## src/verilog/tsi_pkg.sv

```systemverilog
// Constants and types for the transmit line state injector.
package tsi_pkg;

    // ==========================================================================
    // Timing.
    localparam int unsigned CLK_PERIOD_NS  = 5;
    localparam int unsigned PAIR_PERIOD_NS = 80;
    localparam int unsigned PAIR_CYCLES    = (PAIR_PERIOD_NS + CLK_PERIOD_NS - 1) / CLK_PERIOD_NS;
    localparam int unsigned DIV_W          = 4;
    localparam logic [DIV_W-1:0] PAIR_LAST = DIV_W'(PAIR_CYCLES - 1);

    // ==========================================================================
    // Register map and fields.
    localparam logic [7:0] ADDR_TSC  = 8'h04;
    localparam logic [7:0] ADDR_THR  = 8'h05;
    localparam logic [7:0] ADDR_SYMA = 8'h06;
    localparam logic [7:0] ADDR_SYMB = 8'h07;
    localparam logic [7:0] TSC_RESET = 8'ha2;
    localparam int TM_LSB  = 0;
    localparam int TM_MSB  = 2;
    localparam int IC0_BIT = 3;
    localparam int IC1_BIT = 4;
    localparam int SE_BIT  = 5;
    localparam int PE_BIT  = 6;
    localparam int SYM_W   = 5;

    localparam logic [2:0] TM_ACTIVE = 3'h0;
    localparam logic [2:0] TM_IDLE   = 3'h1;
    localparam logic [2:0] TM_OFF    = 3'h2;
    localparam logic [2:0] TM_MASTER = 3'h4;
    localparam logic [2:0] TM_HALT   = 3'h5;
    localparam logic [2:0] TM_QUIET  = 3'h6;

    localparam logic [1:0] IC_NONE     = 2'h0;
    localparam logic [1:0] IC_ONESHOT  = 2'h1;
    localparam logic [1:0] IC_PERIODIC = 2'h2;
    localparam logic [1:0] IC_CONT     = 2'h3;

    // ==========================================================================
    // Line symbols.
    localparam logic [SYM_W-1:0] SYM_IDLE  = 5'h1f;
    localparam logic [SYM_W-1:0] SYM_QUIET = 5'h00;
    localparam logic [SYM_W-1:0] SYM_HALT  = 5'h04;
    localparam logic [SYM_W-1:0] SYM_J     = 5'h18;
    localparam logic [SYM_W-1:0] SYM_K     = 5'h11;

    // ==========================================================================
    // Types.
    typedef struct packed {
        logic [SYM_W-1:0] first;
        logic [SYM_W-1:0] second;
    } tsi_pair_t;

    typedef struct packed {
        logic       wr;
        logic       rd;
        logic [7:0] addr;
        logic [7:0] wdata;
    } tsi_cbus_req_t;

    typedef struct packed {
        tsi_pair_t pair;
        logic      en;
        logic      strobe;
    } tsi_tx_t;

    typedef enum logic [1:0] {
        OS_WAIT  = 2'b01,
        OS_ARMED = 2'b10
    } tsi_os_t;

    typedef struct packed {
        logic [7:0]       tsc;
        logic [7:0]       thr;
        logic [SYM_W-1:0] sym_a;
        logic [SYM_W-1:0] sym_b;
        logic [7:0]       cnt;
        tsi_os_t          os;
        logic [DIV_W-1:0] div;
        tsi_tx_t          tx;
        logic [7:0]       rdata;
        logic             wr_reject;
        logic [2:0]       trig_sync;
        logic             trig_lvl;
        logic             copy_busy;
    } tsi_state_t;

    localparam tsi_state_t STATE_RESET = '{tsc: TSC_RESET, thr: '0, sym_a: '0, sym_b: '0, cnt: '0,
                                           os: OS_WAIT, div: '0, tx: '0, rdata: '0, wr_reject: 1'b0,
                                           trig_sync: '0, trig_lvl: 1'b0, copy_busy: 1'b0};

endpackage

```

## src/verilog/tsi_injector.sv

```systemverilog
// Transmit symbol pair selector with request FIFO, line state generator and injector.
`timescale 1ns/10ps

// ==============================================================================
// Request data FIFO.
module tsi_fifo #(
    parameter int unsigned W = 10,
    parameter int unsigned D = 8
) (
    input  wire logic         clk,
    input  wire logic         rst_b,
    input  wire logic         ce,
    input  wire logic         in_valid,
    input  wire logic [W-1:0] in_data,
    output logic              in_ready,
    output logic              out_valid,
    output logic [W-1:0]      out_data,
    input  wire logic         out_ready
);
    localparam int unsigned AW = $clog2(D);

    typedef struct packed {
        logic [D-1:0][W-1:0] mem;
        logic [AW-1:0]       wp;
        logic [AW-1:0]       rp;
        logic [AW:0]         cnt;
        logic                rdy;
    } tsi_fifo_state_t;

    localparam tsi_fifo_state_t FIFO_RESET = '{mem: '0, wp: '0, rp: '0, cnt: '0, rdy: 1'b1};

    tsi_fifo_state_t s;
    tsi_fifo_state_t n;
    logic            push;
    logic            pop;

    function automatic logic [AW-1:0] tsi_next_ptr(input logic [AW-1:0] p);
        tsi_next_ptr = (p == AW'(D - 1)) ? '0 : AW'(p + 1'b1);
    endfunction

    assign in_ready  = s.rdy;
    assign out_valid = (s.cnt != '0);
    assign out_data  = s.mem[s.rp];

    always_comb begin
        n    = s;
        push = in_valid && s.rdy;
        pop  = out_ready && (s.cnt != '0);
        if (push) begin
            n.mem[s.wp] = in_data;
            n.wp        = tsi_next_ptr(s.wp);
        end
        if (pop) begin
            n.rp = tsi_next_ptr(s.rp);
        end
        n.cnt = s.cnt + (AW + 1)'(push) - (AW + 1)'(pop);
        n.rdy = (n.cnt != (AW + 1)'(D));
    end

    always_ff @(posedge clk or negedge rst_b) begin
        if (!rst_b) begin
            s <= FIFO_RESET;
        end else if (ce) begin
            s <= n;
        end
    end
endmodule

// ==============================================================================
// Transmit state control and symbol pair selection.
module tsi_injector #(
    parameter int unsigned FIFO_DEPTH = 8
) (
    input  wire logic                   clk,
    input  wire logic                   rst_b,
    input  wire logic                   ce,
    input  wire tsi_pkg::tsi_cbus_req_t cb,
    output logic [7:0]                  cb_rdata,
    output logic                        cb_write_reject,
    input  wire logic                   req_valid,
    input  wire tsi_pkg::tsi_pair_t     req_pair,
    output logic                        req_ready,
    input  wire logic                   trigger_pin,
    input  wire logic                   trigger_react_en,
    input  wire logic [2:0]             trigger_tx_mode,
    input  wire logic                   stop_mode,
    output tsi_pkg::tsi_tx_t            tx,
    output logic                        smoother_en,
    output logic                        req_parity_en
);
    import tsi_pkg::*;

    tsi_state_t s;
    tsi_state_t n;
    logic       tick;
    logic       pop;
    logic       is_jk;
    logic       inj;
    logic       tsc_wr;
    logic       thr_wr;
    logic       fifo_valid;
    tsi_pair_t  fifo_data;
    tsi_pair_t  base;
    logic       base_en;
    logic [2:0] tm;
    logic [1:0] ic;

    function automatic tsi_pair_t tsi_mk_pair(input logic [SYM_W-1:0] a, input logic [SYM_W-1:0] b);
        tsi_mk_pair = '{first: a, second: b};
    endfunction

    // ==========================================================================
    // Request data buffer.
    tsi_fifo #(
        .W ($bits(tsi_pair_t)),
        .D (FIFO_DEPTH)
    ) u_fifo (
        .clk       (clk),
        .rst_b     (rst_b),
        .ce        (ce),
        .in_valid  (req_valid),
        .in_data   (req_pair),
        .in_ready  (req_ready),
        .out_valid (fifo_valid),
        .out_data  (fifo_data),
        .out_ready (pop)
    );

    assign tx              = s.tx;
    assign cb_rdata        = s.rdata;
    assign cb_write_reject = s.wr_reject;
    assign smoother_en     = s.tsc[SE_BIT];
    assign req_parity_en   = s.tsc[PE_BIT];

    assign tick   = (s.div == PAIR_LAST);
    assign tm     = s.tsc[TM_MSB:TM_LSB];
    assign ic     = {s.tsc[IC1_BIT], s.tsc[IC0_BIT]};
    assign tsc_wr = cb.wr && (cb.addr == ADDR_TSC);
    assign thr_wr = cb.wr && (cb.addr == ADDR_THR);

    // ==========================================================================
    // Next state.
    always_comb begin
        n           = s;
        n.wr_reject = 1'b0;
        n.tx.strobe = 1'b0;
        n.copy_busy = 1'b0;
        inj         = 1'b0;
        base        = tsi_mk_pair(SYM_QUIET, SYM_QUIET);
        base_en     = s.tx.en;
        pop         = 1'b0;
        is_jk       = 1'b0;

        // Trigger pin filter: a level counts once the last two stages agree.
        n.trig_sync = {s.trig_sync[1:0], trigger_pin};
        if (s.trig_sync[1] == s.trig_sync[2]) begin
            n.trig_lvl = s.trig_sync[2];
        end
        if (!s.trig_lvl && n.trig_lvl && trigger_react_en) begin
            n.copy_busy = 1'b1;
        end
        if (s.copy_busy) begin
            n.tsc[TM_MSB:TM_LSB] = trigger_tx_mode;
        end

        // Pair timing; everything in the tick branch below happens once per pair period.
        n.div = tick ? '0 : DIV_W'(s.div + 1'b1);
        if (tick) begin
            n.tx.strobe = 1'b1;
            pop         = (tm == TM_ACTIVE) && fifo_valid && !stop_mode;
            is_jk       = pop && (fifo_data == tsi_mk_pair(SYM_J, SYM_K));
            case (tm)
                TM_ACTIVE: begin
                    base    = pop ? fifo_data : tsi_mk_pair(SYM_IDLE, SYM_IDLE);
                    base_en = 1'b1;
                end
                TM_IDLE: begin
                    base    = tsi_mk_pair(SYM_IDLE, SYM_IDLE);
                    base_en = 1'b1;
                end
                TM_OFF: begin
                    base    = tsi_mk_pair(SYM_QUIET, SYM_QUIET);
                    base_en = 1'b0;
                end
                TM_MASTER: begin
                    base    = tsi_mk_pair(SYM_HALT, SYM_QUIET);
                    base_en = 1'b1;
                end
                TM_HALT: begin
                    base    = tsi_mk_pair(SYM_HALT, SYM_HALT);
                    base_en = 1'b1;
                end
                TM_QUIET: begin
                    base = tsi_mk_pair(SYM_QUIET, SYM_QUIET);
                end
                default: begin
                    base = tsi_mk_pair(SYM_QUIET, SYM_QUIET);
                end
            endcase

            if (!stop_mode) begin
                case (ic)
                    IC_ONESHOT: begin
                        case (s.os)
                            OS_WAIT: begin
                                if (is_jk && (s.thr == '0)) begin
                                    inj              = 1'b1;
                                    n.tsc[IC0_BIT]   = 1'b0;
                                end else if (is_jk) begin
                                    n.cnt = s.thr;
                                    n.os  = OS_ARMED;
                                end
                            end
                            OS_ARMED: begin
                                if (s.cnt <= 8'h01) begin
                                    inj            = 1'b1;
                                    n.tsc[IC0_BIT] = 1'b0;
                                    n.cnt          = s.thr;
                                    n.os           = OS_WAIT;
                                end else begin
                                    n.cnt = s.cnt - 8'h01;
                                end
                            end
                            default: begin
                                n.os = OS_WAIT;
                            end
                        endcase
                    end
                    IC_PERIODIC: begin
                        n.os = OS_WAIT;
                        if (s.cnt <= 8'h01) begin
                            inj   = 1'b1;
                            n.cnt = s.thr;
                        end else begin
                            n.cnt = s.cnt - 8'h01;
                        end
                    end
                    IC_CONT: begin
                        n.os = OS_WAIT;
                        inj  = 1'b1;
                    end
                    default: begin
                        n.os = OS_WAIT;
                    end
                endcase
            end

            // Injection over mode, mode over data; stop mode ignores the register.
            if (stop_mode) begin
                n.tx.pair = tsi_mk_pair(SYM_QUIET, SYM_QUIET);
                n.tx.en   = 1'b0;
            end else begin
                n.tx.pair = inj ? tsi_mk_pair(s.sym_a, s.sym_b) : base;
                n.tx.en   = base_en;
            end
        end

        // Register writes; a software write overrides the hardware clear of the same cycle.
        if (tsc_wr && (s.copy_busy || n.copy_busy)) begin
            n.wr_reject = 1'b1;
        end else if (tsc_wr) begin
            n.tsc = cb.wdata;
        end
        if (thr_wr) begin
            n.thr = cb.wdata;
            n.cnt = cb.wdata;
        end
        if (cb.wr && (cb.addr == ADDR_SYMA)) begin
            n.sym_a = cb.wdata[SYM_W-1:0];
        end
        if (cb.wr && (cb.addr == ADDR_SYMB)) begin
            n.sym_b = cb.wdata[SYM_W-1:0];
        end

        // Register reads; unmapped addresses read as zero.
        if (cb.rd) begin
            case (cb.addr)
                ADDR_TSC:  n.rdata = s.tsc;
                ADDR_THR:  n.rdata = s.thr;
                ADDR_SYMA: n.rdata = {3'h0, s.sym_a};
                ADDR_SYMB: n.rdata = {3'h0, s.sym_b};
                default:   n.rdata = 8'h00;
            endcase
        end
    end

    always_ff @(posedge clk or negedge rst_b) begin
        if (!rst_b) begin
            s <= STATE_RESET;
        end else if (ce) begin
            s <= n;
        end
    end
endmodule

```

## config.mk

```make
export PLATFORM = sky130hd
export DESIGN_NAME = tsi_injector
export DESIGN_NICKNAME = d
export VERILOG_FILES = /design/src/verilog/tsi_pkg.sv /design/src/verilog/tsi_injector.sv
export SDC_FILE = /design/constraint.sdc
export NUM_CORES = 1
export LEC_CHECK = 0
export ABC_AREA = 0
export BUFFER_PORTS_ARGS = -buffer_cell sky130_fd_sc_hd__buf_2
export CAP_MARGIN = 20
export CORE_MARGIN = 2
export CORE_UTILIZATION = 40
export DETAILED_ROUTE_END_ITERATION = 8
export PLACE_DENSITY = 0.68
export SLEW_MARGIN = 20
export SYNTH_ARGS = -nofsm -noshare
export SYNTH_HDL_FRONTEND = slang
export SYNTH_HIERARCHICAL = 1
export SYNTH_SLANG_ARGS = --single-unit
```

## constraint.sdc

```tcl
create_clock -name clk -period 6.1 [get_ports clk]
set_input_delay 0 -clock clk [delete_from_list [all_inputs] [get_ports clk]]
set_output_delay 0 -clock clk [all_outputs]
set_load 0.02 [all_outputs]
```

=== Word-level counts from Yosys, hierarchy flattened ===
Index checks and enable logic that the tools add are counted.

* Muxes and demuxes: 45
* Bitwise gates (word level): 2
* Div/mod/pow operators: 0
* Reductions and logical operators: 35
* Shift operators: 0
* Magnitude comparators: 4
* $add $sub $neg: 6
* Equal/unequal tests: 26
* Multiply operators: 0

{| class="wikitable"
|+ Operators by type and width
! kind !! number
|-
| $bwmux W80 || 1
|-
| $mux W10 || 8
|-
| $pmux W10 S4 || 1
|-
| $eq A8 B3 Y1 const B || 4
|-
| $pmux W8 S2 || 2
|-
| $pmux W8 S4 || 1
|-
| $bmux W10 S3 || 1
|-
| $demux W10 S3 || 1
|-
| $mux W8 || 2
|-
| $logic_and A1 B1 Y1 || 14
|-
| $mux W1 || 14
|-
| $reduce_and A2 Y1 || 7
|-
| $eq A3 B3 Y1 const B || 4
|-
| $mux W4 || 3
|-
| $ne A4 B4 Y1 const B || 3
|-
| $mux W11 || 1
|-
| $eq A10 B10 Y1 const B || 1
|-
| $mux W3 || 3
|-
| $ne A3 B3 Y1 const B || 3
|-
| $le A8 B1 Y1 const B || 1
|-
| $logic_not A8 Y1 || 1
|-
| $lt A3 B4 Y1 const B || 2
|-
| $sub A8 B1 Y8 const B || 1
|-
| $reduce_and A7 Y1 || 1
|-
| 27 further kinds || 38
|}

* Memory bits (writable): 0
* Memory bits (read-only): 0
* Register bits after elaboration: 157
* Input port bits: 38
* Latch bits: 0
* Logic and storage cells: 147
* Memories: 0

=== Longest topological paths before layout ===
Gate-level depths: netlist (run 1).

* Depth after elaboration: 12
* Depth in mapped cells: 14

=== Cells and area by module ===
Netlist (run 1), hierarchy kept.

{| class="wikitable"
|+ Modules (own cells, without submodules)
! module !! times used !! cells each !! area an instance (um2)
|-
| tsi_fifo || 1 || 273 || 4365.4
|-
| tsi_injector || 1 || 366 || 3767.4
|}

=== Worst setup path after synthesis (run 1) ===
No wires, ideal clock.

* Path kind: reg2reg
* From: register u_fifo/s[5] (netlist name)
* To: register s (netlist bit tx[10])
* Cell stages (with the launch flop): 10
* Data required time: 6.034 ns
* Period minus slack after synthesis: 3.422 ns
* Setup time: 0.066 ns
* Arrival: 3.356 ns
* Setup slack: 2.678 ns
* Path buffers: 2
* Cell sequence: dfrtp_1 -> buf_2 -> mux4_2 -> mux2_2 -> or4b_1 -> or4_4 -> nor4b_4 -> or2_1 -> buf_6 -> a31o_1

{| class="wikitable"
|+ RTL lines
! what !! RTL line !! source
|-
| from (decl) || tsi_injector.sv:32 || <nowiki>tsi_fifo_state_t s;</nowiki>
|-
| from (signal assigned) || tsi_injector.sv:64 || <nowiki>s <= n;</nowiki>
|-
| to (signal assigned) || tsi_injector.sv:291 || <nowiki>s <= n;</nowiki>
|-
| to (decl) || tsi_injector.sv:93 || <nowiki>tsi_state_t s;</nowiki>
|}

==> metrics.md, run 1 <==
| Metric | Value |
|---|---|
| Postcts setup bufs | `0` |
| Antenna violations before repair | `0` |
| Proportion of layout cells with a drive suffix above 1 | `a little under two fifths` |
| Average size of a mapped cell | `12.73 um2` |
| Max-cap check violation count | `0` |
| Number of I/O pins | `between 60 and 70` |
| Synth warnings | `6` |
| Area of the multi-input gates | `about 3800 um2` |
| CP endpoint kind | `register` |
| Worst EP required | `6460 ps` |
| CTS Buf Count | `17` |
| Total inserted antenna cells | `0` |
| Placed wire-length estimate | `11.92 mm` |
| Synth Area in Simple Gates | `under 10%` |
| DRC | `0` |
| Leakage power | `roughly 4.3 nW` |
| Yosys top cell area share | `46.77%` |
| Cell count after placement | `a little over 900` |
| Post-synth top area cell | `dfrtp_1` |
| Worst slew pin tran | `approximately 940 ps` |
| Synth Register Bits | `between 150 and 200` |
| Die width | `between 100 and 150 um` |
| Final WL | `between 15 and 20 mm` |
| Die height | `~150 um` |
| Slew Limit Fails | `0` |
| IO buf count | `between 60 and 70` |
| # rows | `52` |
| Power density over cell area | `between 300 and 400 nW/um2` |
| Flop-to-flop setup slack | `~2100 ps` |
| CP Data Arrival Time | `between 4000 and 5000 ps` |
| Initial core utilization | `between 40% and 50%` |
| Nets@finish | `between 700 and 800` |
| Commonest non-fill, non-tap cell in the layout | `dfrtp_1` |
| RSZ-0062 raised after global routing | `false` |
| Synth Area in XOR/XNOR | `less than 1%` |
| Vias in the first global route | `5364` |
| Synth area leaders | `dfrtp_1 47%, mux2_2 15%, mux4_2 6.6%` |
| Total die area | `between 20000 and 25000 um2` |
| DR pass1 iterations | `4` |
| Ys async rst share | `100.0%` |
| Worst clock skew | `about 7 ps` |
| Final period utilization | `65.57%` |
| CTS Hold Bufs | `25` |
| Largest net degree at the start of global routing | `86` |
| Status | `finished clean` |
| Synthesis-to-finish area growth | `16.02%` |
| Seq/Total Area, Yosys | `around 48%` |
| Setup violators final | `0` |
| Startpoint types | `register` |
| First-pass GRT wire length | `29.55 mm` |
| Most used DFF post-synth | `dfrtp_1` |
| Setup TNS | `0 ps` |
| Max Freq | `250.0 MHz` |
| Post-CTS resize count | `0` |
| Core ar. | `20100 um2` |
| Max_slew headroom | `a little under two fifths` |
| Crit path kind | `register to register` |
| VDD IR-drop max | `approximately 0.30 mV` |
| Fillers | `around 1800` |
| GR Overflow Total | `0` |
| Min cycle time layout | `around 4000 ps` |
| Clk_lat worst skew | `roughly 420 ps` |
| CP Max Fanout | `15` |
| Post-synthesis cell count | `approximately 640` |
| TritonCTS clock tree | `done` |
| Cell Area, Synth | `8133 um2` |
| Layout Cells excl Fill | `985` |
| Clock Path Buffers | `2` |
| Clk sinks | `between 150 and 200` |
| Routability cong. | `between 0.7 and 0.8` |
| Synth Area in Compound Gates | `a little over 8%` |
| Multiplexer share of the synthesized area | `26.46%` |
| Worst min path class | `primary input to register` |
| Tot GR Track Use | `between 10% and 20%` |
| Storage element area | `a little under 4000 um2` |
| DRT antenna net count | `0` |
| DR vias | `5232` |
| H-Tree Level Count | `4` |
| Hold Violations, Final | `0` |
| Largest family of logic cells by synthesized area | `multiplexers` |
| Clock input transition at the sequential cells of the worst setup and hold paths | `60 ps` |
| Average wire per standard cell | `approximately 18 um` |
| Post-DR vias/cell | `approximately 5.3` |
| Post-Syn Nets | `between 600 and 700` |
| Most frequent cells in the layout | `152 x dfrtp_1, 106 x mux2_2, 60 x buf_2` |
| Yosys cell types | `73` |
| Adder-cell share of the synthesized area | `under 10%` |
| Drt first-iter violations | `around 430` |
| Clk root buf | `clkbuf_16` |
| Post-synth EDFFs | `0` |
==> state kept, by name (all words and copies together) (netlist names) <==
name,count
cb_rdata,8
cb_write_reject,1
ic,2
n,2
req_parity_en,1
s,39
smoother_en,1
tx,12
u_fifo/in_ready,1
u_fifo/s,90
==> critical path: stages, from the launching register on <==
cell and delay, ps:
dfrtp_1 680, buf_4 370, mux4_2 540, mux2_2 290, or3_1 320, or4_4 560, nor4b_4 610, or2_1 370
a31o_1 190
==> cell families (layout without fill, tap and decap cells) <==
| logic type | after synthesis | after routing |
|---|---|---|
| AOI/OAI and AO/OA | 97 | 97 |
| xor gates and xnor gates | 4 | 4 |
| adders and majority gates | 15 | 15 |
| buffers and inverters | 74 | 150 |
| DFF | 157 | 157 |
| muxes | 160 | 160 |
| and+or+nand+nor | 132 | 132 |
==> stage by stage <==
| step | instance area, um2 | total power [W] | setup slack, ps | hold WS, ps | utilization (%) |
|---|---|---|---|---|---|
| 3_5_place_dp | 8537 | 0.002547 | 2098 | 63.36 | 42.46 |
| 5_1_grt | 9435 | 0.003922 | 1860 | 26.44 | 46.93 |
| 6_report | 9435 | 0.003719 | 2100 | 3.364 | 46.93 |
| 4_1_cts | 9432 | 0.003748 | 2081 | 0.7631 | 46.91 |
| 2_1_floorplan | 8133 | 0.002308 | 2678 | -295.6 | - |
| 3_3_place_gp | 8537 | 0.002507 | 2191 | 66.71 | 42.46 |
==> final cells by class <==
type	instances	area share, %
sequential	157	41.71
multi-input combinational	408	40.46
timing repair buffer	90	6.312
clock buffer	17	4.509
tap	270	3.580
clock inverter	15	2.321
inverter	28	1.114
==> per-layer routing <==
metal / routed length, um / share of wire (%) / GRT usage (%) / vias to the layer above
met1: 8550 / 48 / 24.04 / 2616
li1: - / - / - / 2471
met4: 225 / 1.3 / 4.612 / 0
met5: 0 / 0 / 0 / -
met3: 612 / 3.4 / 3.125 / 17
met2: 8599 / 48 / 28.57 / 128
==> final timing paths <==
kind,endpoint,cells after the start,start
max,tx[4],8,u_fifo/s[5]
min,s[0],4,trigger_react_en
max reg2reg,tx[4],8,u_fifo/s[5]
min reg2reg,cb_rdata[5],2,cb_rdata[5]
max in group asynchronous,u_fifo/s[77],3,rst_b
min in group asynchronous,s[4],2,rst_b
==> power by group <==
part / leakage, nW / switching (W) / internal [W]
Sequential: 2.01 / 0.000232 / 0.00137
Combinational: 1.98 / 0.000394 / 0.000554
Clock: 0.309 / 0.000441 / 0.000726
Total: 4.30 / 0.00107 / 0.00265
==> synth_stat cells (3+ instances only) <==
cell / count
o21ai_0: 33
ha_1: 14
buf_6: 3
buf_2: 4
nor2b_1: 6
or4b_1: 3
nand3_1: 7
nand4_1: 4
and2_1: 3
a21oi_1: 8
nor3_1: 6
clkbuf_1: 17
inv_1: 28
a2bb2oi_1: 5
buf_4: 20
o31ai_1: 17
nand2b_1: 6
nor3b_1: 3
a31o_1: 8
o22ai_1: 3
mux2_4: 20
dfrtp_1: 152
mux2i_1: 8
xor2_1: 3
nor2_2: 4
nand2_1: 44
nor2_1: 11
mux4_2: 24
mux2_2: 106
or4_1: 3
dfstp_2: 5
nor4_1: 5
nand3b_1: 5
Note: power is estimated with default switching activity, not from simulation.
==> run 2, diff against run 1 <==
--- a/config.mk
+++ b/config.mk
@@ -11,7 +11,7 @@
 export CORE_MARGIN = 2
 export CORE_UTILIZATION = 40
 export DETAILED_ROUTE_END_ITERATION = 8
-export PLACE_DENSITY = 0.68
+export PLACE_DENSITY = 0.7
 export SLEW_MARGIN = 20
 export SYNTH_ARGS = -nofsm -noshare
 export SYNTH_HDL_FRONTEND = slang
==> constraint.sdc (replaced) <==
create_clock -name clk -period 3.2 [get_ports clk]
set_input_delay 0 -clock clk [delete_from_list [all_inputs] [get_ports clk]]
set_output_delay 0 -clock clk [all_outputs]
set_load 0.02 [all_outputs]
==> run 2 against run 1 <==
  * Via count is 2.3% higher
  * Routed wire length increased by 1.5%
  * Worst hold slack improved by 11 ps
  * Sequential share of layout area shrank 0.73 points
  * Fmax increased by 24%
  * Utilization increased by 0.85 points
  * The run now ends with setup timing left
  * Critical path depth increased by 5
  * Clock power increased by 79%
  * Setup slack worse by 2100 ps
  * Sequential cell count is the same
==> metrics.md, run 2 (synthesized netlist as in run 1, its figures left out) <==
| Metric | Value |
|---|---|
| Worst EP required | `3540 ps (-2920 ps)` |
| DR pass1 iterations | `4 (unchanged)` |
| Die height | `146.6 um (unchanged)` |
| Area of the multi-input gates | `3859 um2 (+1.1%)` |
| CP Data Arrival Time | `3560 ps (-800 ps)` |
| Design area | `9607 um2 (+1.8%)` |
| Post-DR vias/cell | `5.335 (+0.44%)` |
| Power density over cell area | `733.8 nW/um2 (+86%)` |
| Routability cong. | `0.7984 (+2.3%)` |
| Slowest-stage cell, CP | `fa_1` |
| VDD IR-drop max | `0.5918 mV (+95%)` |
| Tot GR Track Use | `17.62% (+0.18 points)` |
| Cell count after placement | `944 (+1.7%)` |
| Total die area | `21490 um2 (unchanged)` |
| Total inserted antenna cells | `0 (unchanged)` |
| Clock Path Buffers | `2 (unchanged)` |
| Setup WS post-layout | `-19.70 ps (-2120 ps)` |
| Drt first-iter violations | `309 (-28%)` |
| Max incr delay on CP | `490 ps (-190 ps)` |
| # rows | `52 (unchanged)` |
| Crit path kind | `register to register` |
| Final core utilization | `47.78% (+0.85 points)` |
| Min Hold Slack | `14.49 ps (+11.12 ps)` |
| Final period utilization | `100.6% (+35 points)` |
| Worst slew pin tran | `877.5 ps (-63.60 ps)` |
| Average wire per standard cell | `18.20 um (-0.32%)` |
| Buf/Inv on CP | `2 (+1)` |
| Min cycle time layout | `3220 ps (-780.3 ps)` |
| Setup violators final | `1 (+1)` |
| TritonCTS clock tree | `done` |
| GR Overflow Total | `0 (unchanged)` |
| Setup TNS | `-19.70 ps (-19.70 ps)` |
| Antenna violations before repair | `0 (unchanged)` |
| CP endpoint kind | `register` |
| RSZ-0062 raised after global routing | `true` |
| Top delay family on crit path | `simple AND/OR/NAND/NOR gates` |
| DR vias | `5351 (+2.3%)` |
| Number of I/O pins | `62 (unchanged)` |
| H-Tree Level Count | `4 (unchanged)` |
| Proportion of layout cells with a drive suffix above 1 | `39.02% (+1.7 points)` |
| IO buf count | `61 (unchanged)` |
| Clk sinks | `157 (unchanged)` |
| Layout Cells excl Fill | `1003 (+1.8%)` |
| Clk_lat worst skew | `430 ps (about the same)` |
| Initial core utilization | `40.45% (unchanged)` |
| CP Max Fanout | `4 (-11)` |
| Hold Violations, Final | `0 (unchanged)` |
| Fillers | `1756 (-0.45%)` |
| Crit path top cell by count | `ha_1` |
| Max Freq | `310.6 MHz (+24%)` |
| Cell Chain, Critical Path | `inv_1 > ha_1 > or3b_2 > or3b_1 > nor4_2 > and2_1 > ha_1 > inv_1 > ha_1 > fa_1 > nor4b_1 > and4b_1 > a211oi_1` |
| Leakage power | `4.417 nW (+2.7%)` |
| DRT antenna net count | `0 (unchanged)` |
| Nets@finish | `774 (+2.5%)` |
| Worst clock skew | `9.652 ps (+2.678 ps)` |
| Final WL | `18.26 mm (+1.5%)` |
| Largest net degree at the start of global routing | `87 (+1.2%)` |
| Largest Register | `u_fifo/s` |
| Storage element area | `3936 um2 (about the same)` |
| Core ar. | `20100 um2 (unchanged)` |
| Die width | `146.6 um (unchanged)` |
| Slew Limit Fails | `0 (unchanged)` |
| Startpoint types | `register` |
| Failing checks | `setup timing` |
| Largest register FFs | `90 (unchanged)` |
| Clock input transition at the sequential cells of the worst setup and hold paths | `60 ps (about the same)` |
| Clk root buf | `clkbuf_16` |
| Max_slew headroom | `40.96% (+4.1 points)` |
| Placed wire-length estimate | `12.52 mm (+5.1%)` |
| CTS Buf Count | `17 (unchanged)` |
| Status | `finished, violations left` |
| Commonest non-fill, non-tap cell in the layout | `dfrtp_1` |
| Most frequent cells in the layout | `151 x dfrtp_1, 104 x mux2_2, 60 x buf_2` |
| Max-cap check violation count | `0 (unchanged)` |
| DRC | `0 (unchanged)` |
| Worst min path class | `primary input to register` |
| Vias in the first global route | `5598 (+4.4%)` |
| Synthesis-to-finish area growth | `18.12%` |
| First-pass GRT wire length | `29.68 mm (+0.42%)` |
| DP Area | `8671 um2 (+1.6%)` |
run 2: where the power goes:
| group | internal (W) | switching, W | total (W) |
|---|---|---|---|
| clock network | 0.00132 | 0.000787 | 0.00210 |
| registers | 0.00262 | 0.000438 | 0.00305 |
| logic | 0.00110 | 0.000789 | 0.00189 |
run 2: per-stage QoR:
| step | power, W | setup slack (ps) |
|---|---|---|
| after floorplan | 0.004404 | -36.36 |
| after global placement | 0.004823 | -10.24 |
| after detailed placement | 0.004901 | -32.39 |
| after CTS | 0.007071 | 0.09348 |
| after global routing | 0.007430 | -123.9 |
| final | 0.007050 | -19.70 |
run 2: what timing repair did:
item	in CTS	in global routing
resized for setup	3	5
buffers inserted	0	1
endpoints found under the setup margin	13	21
hold buffers	27	0
pin swaps	4	0
endpoints found under the hold margin	199	0
run 2: worst paths after layout:
kind | startpoint | end | slack, ps | cells past startpoint
worst max-delay path | u_fifo/s[3] | u_fifo/in_ready | -20 | 13
worst min-delay path | trigger_react_en | s[0] | 10 | 4
worst max register to register | u_fifo/s[3] | u_fifo/in_ready | -20 | 13
worst min register to register | cb_rdata[6] | cb_rdata[6] | 470 | 2
max in group asynchronous | rst_b | u_fifo/s[26] | 2160 | 3
min in group asynchronous | rst_b | s[1] | 190 | 2
run 2: worst min-delay path, cell delays in order:
cell and delay (ps):
buf_2 80, and4b_1 200, nand2_1 50, o21ai_0 60
run 2: routing by layer:
| layer | GRT usage (%) | up-vias | wire length [um] | share of wire (%) |
|---|---|---|---|---|
| li1 | - | 2514 | - | - |
| met4 | 5.291 | 0 | 259 | 1.4 |
| met2 | 30.23 | 113 | 8864 | 49 |
| met3 | 3.344 | 22 | 724 | 4.0 |
| met1 | 22.74 | 2702 | 8411 | 46 |
| met5 | 0 | - | 0 | 0 |
run 2: final cells by class:
class / count / area share (%)
inverter: 28 / 1.094
tap: 270 / 3.517
multi-input combinational: 408 / 40.17
clock buffer: 19 / 4.611
sequential: 157 / 40.97
clock inverter: 12 / 1.771
timing repair buffer: 109 / 7.867
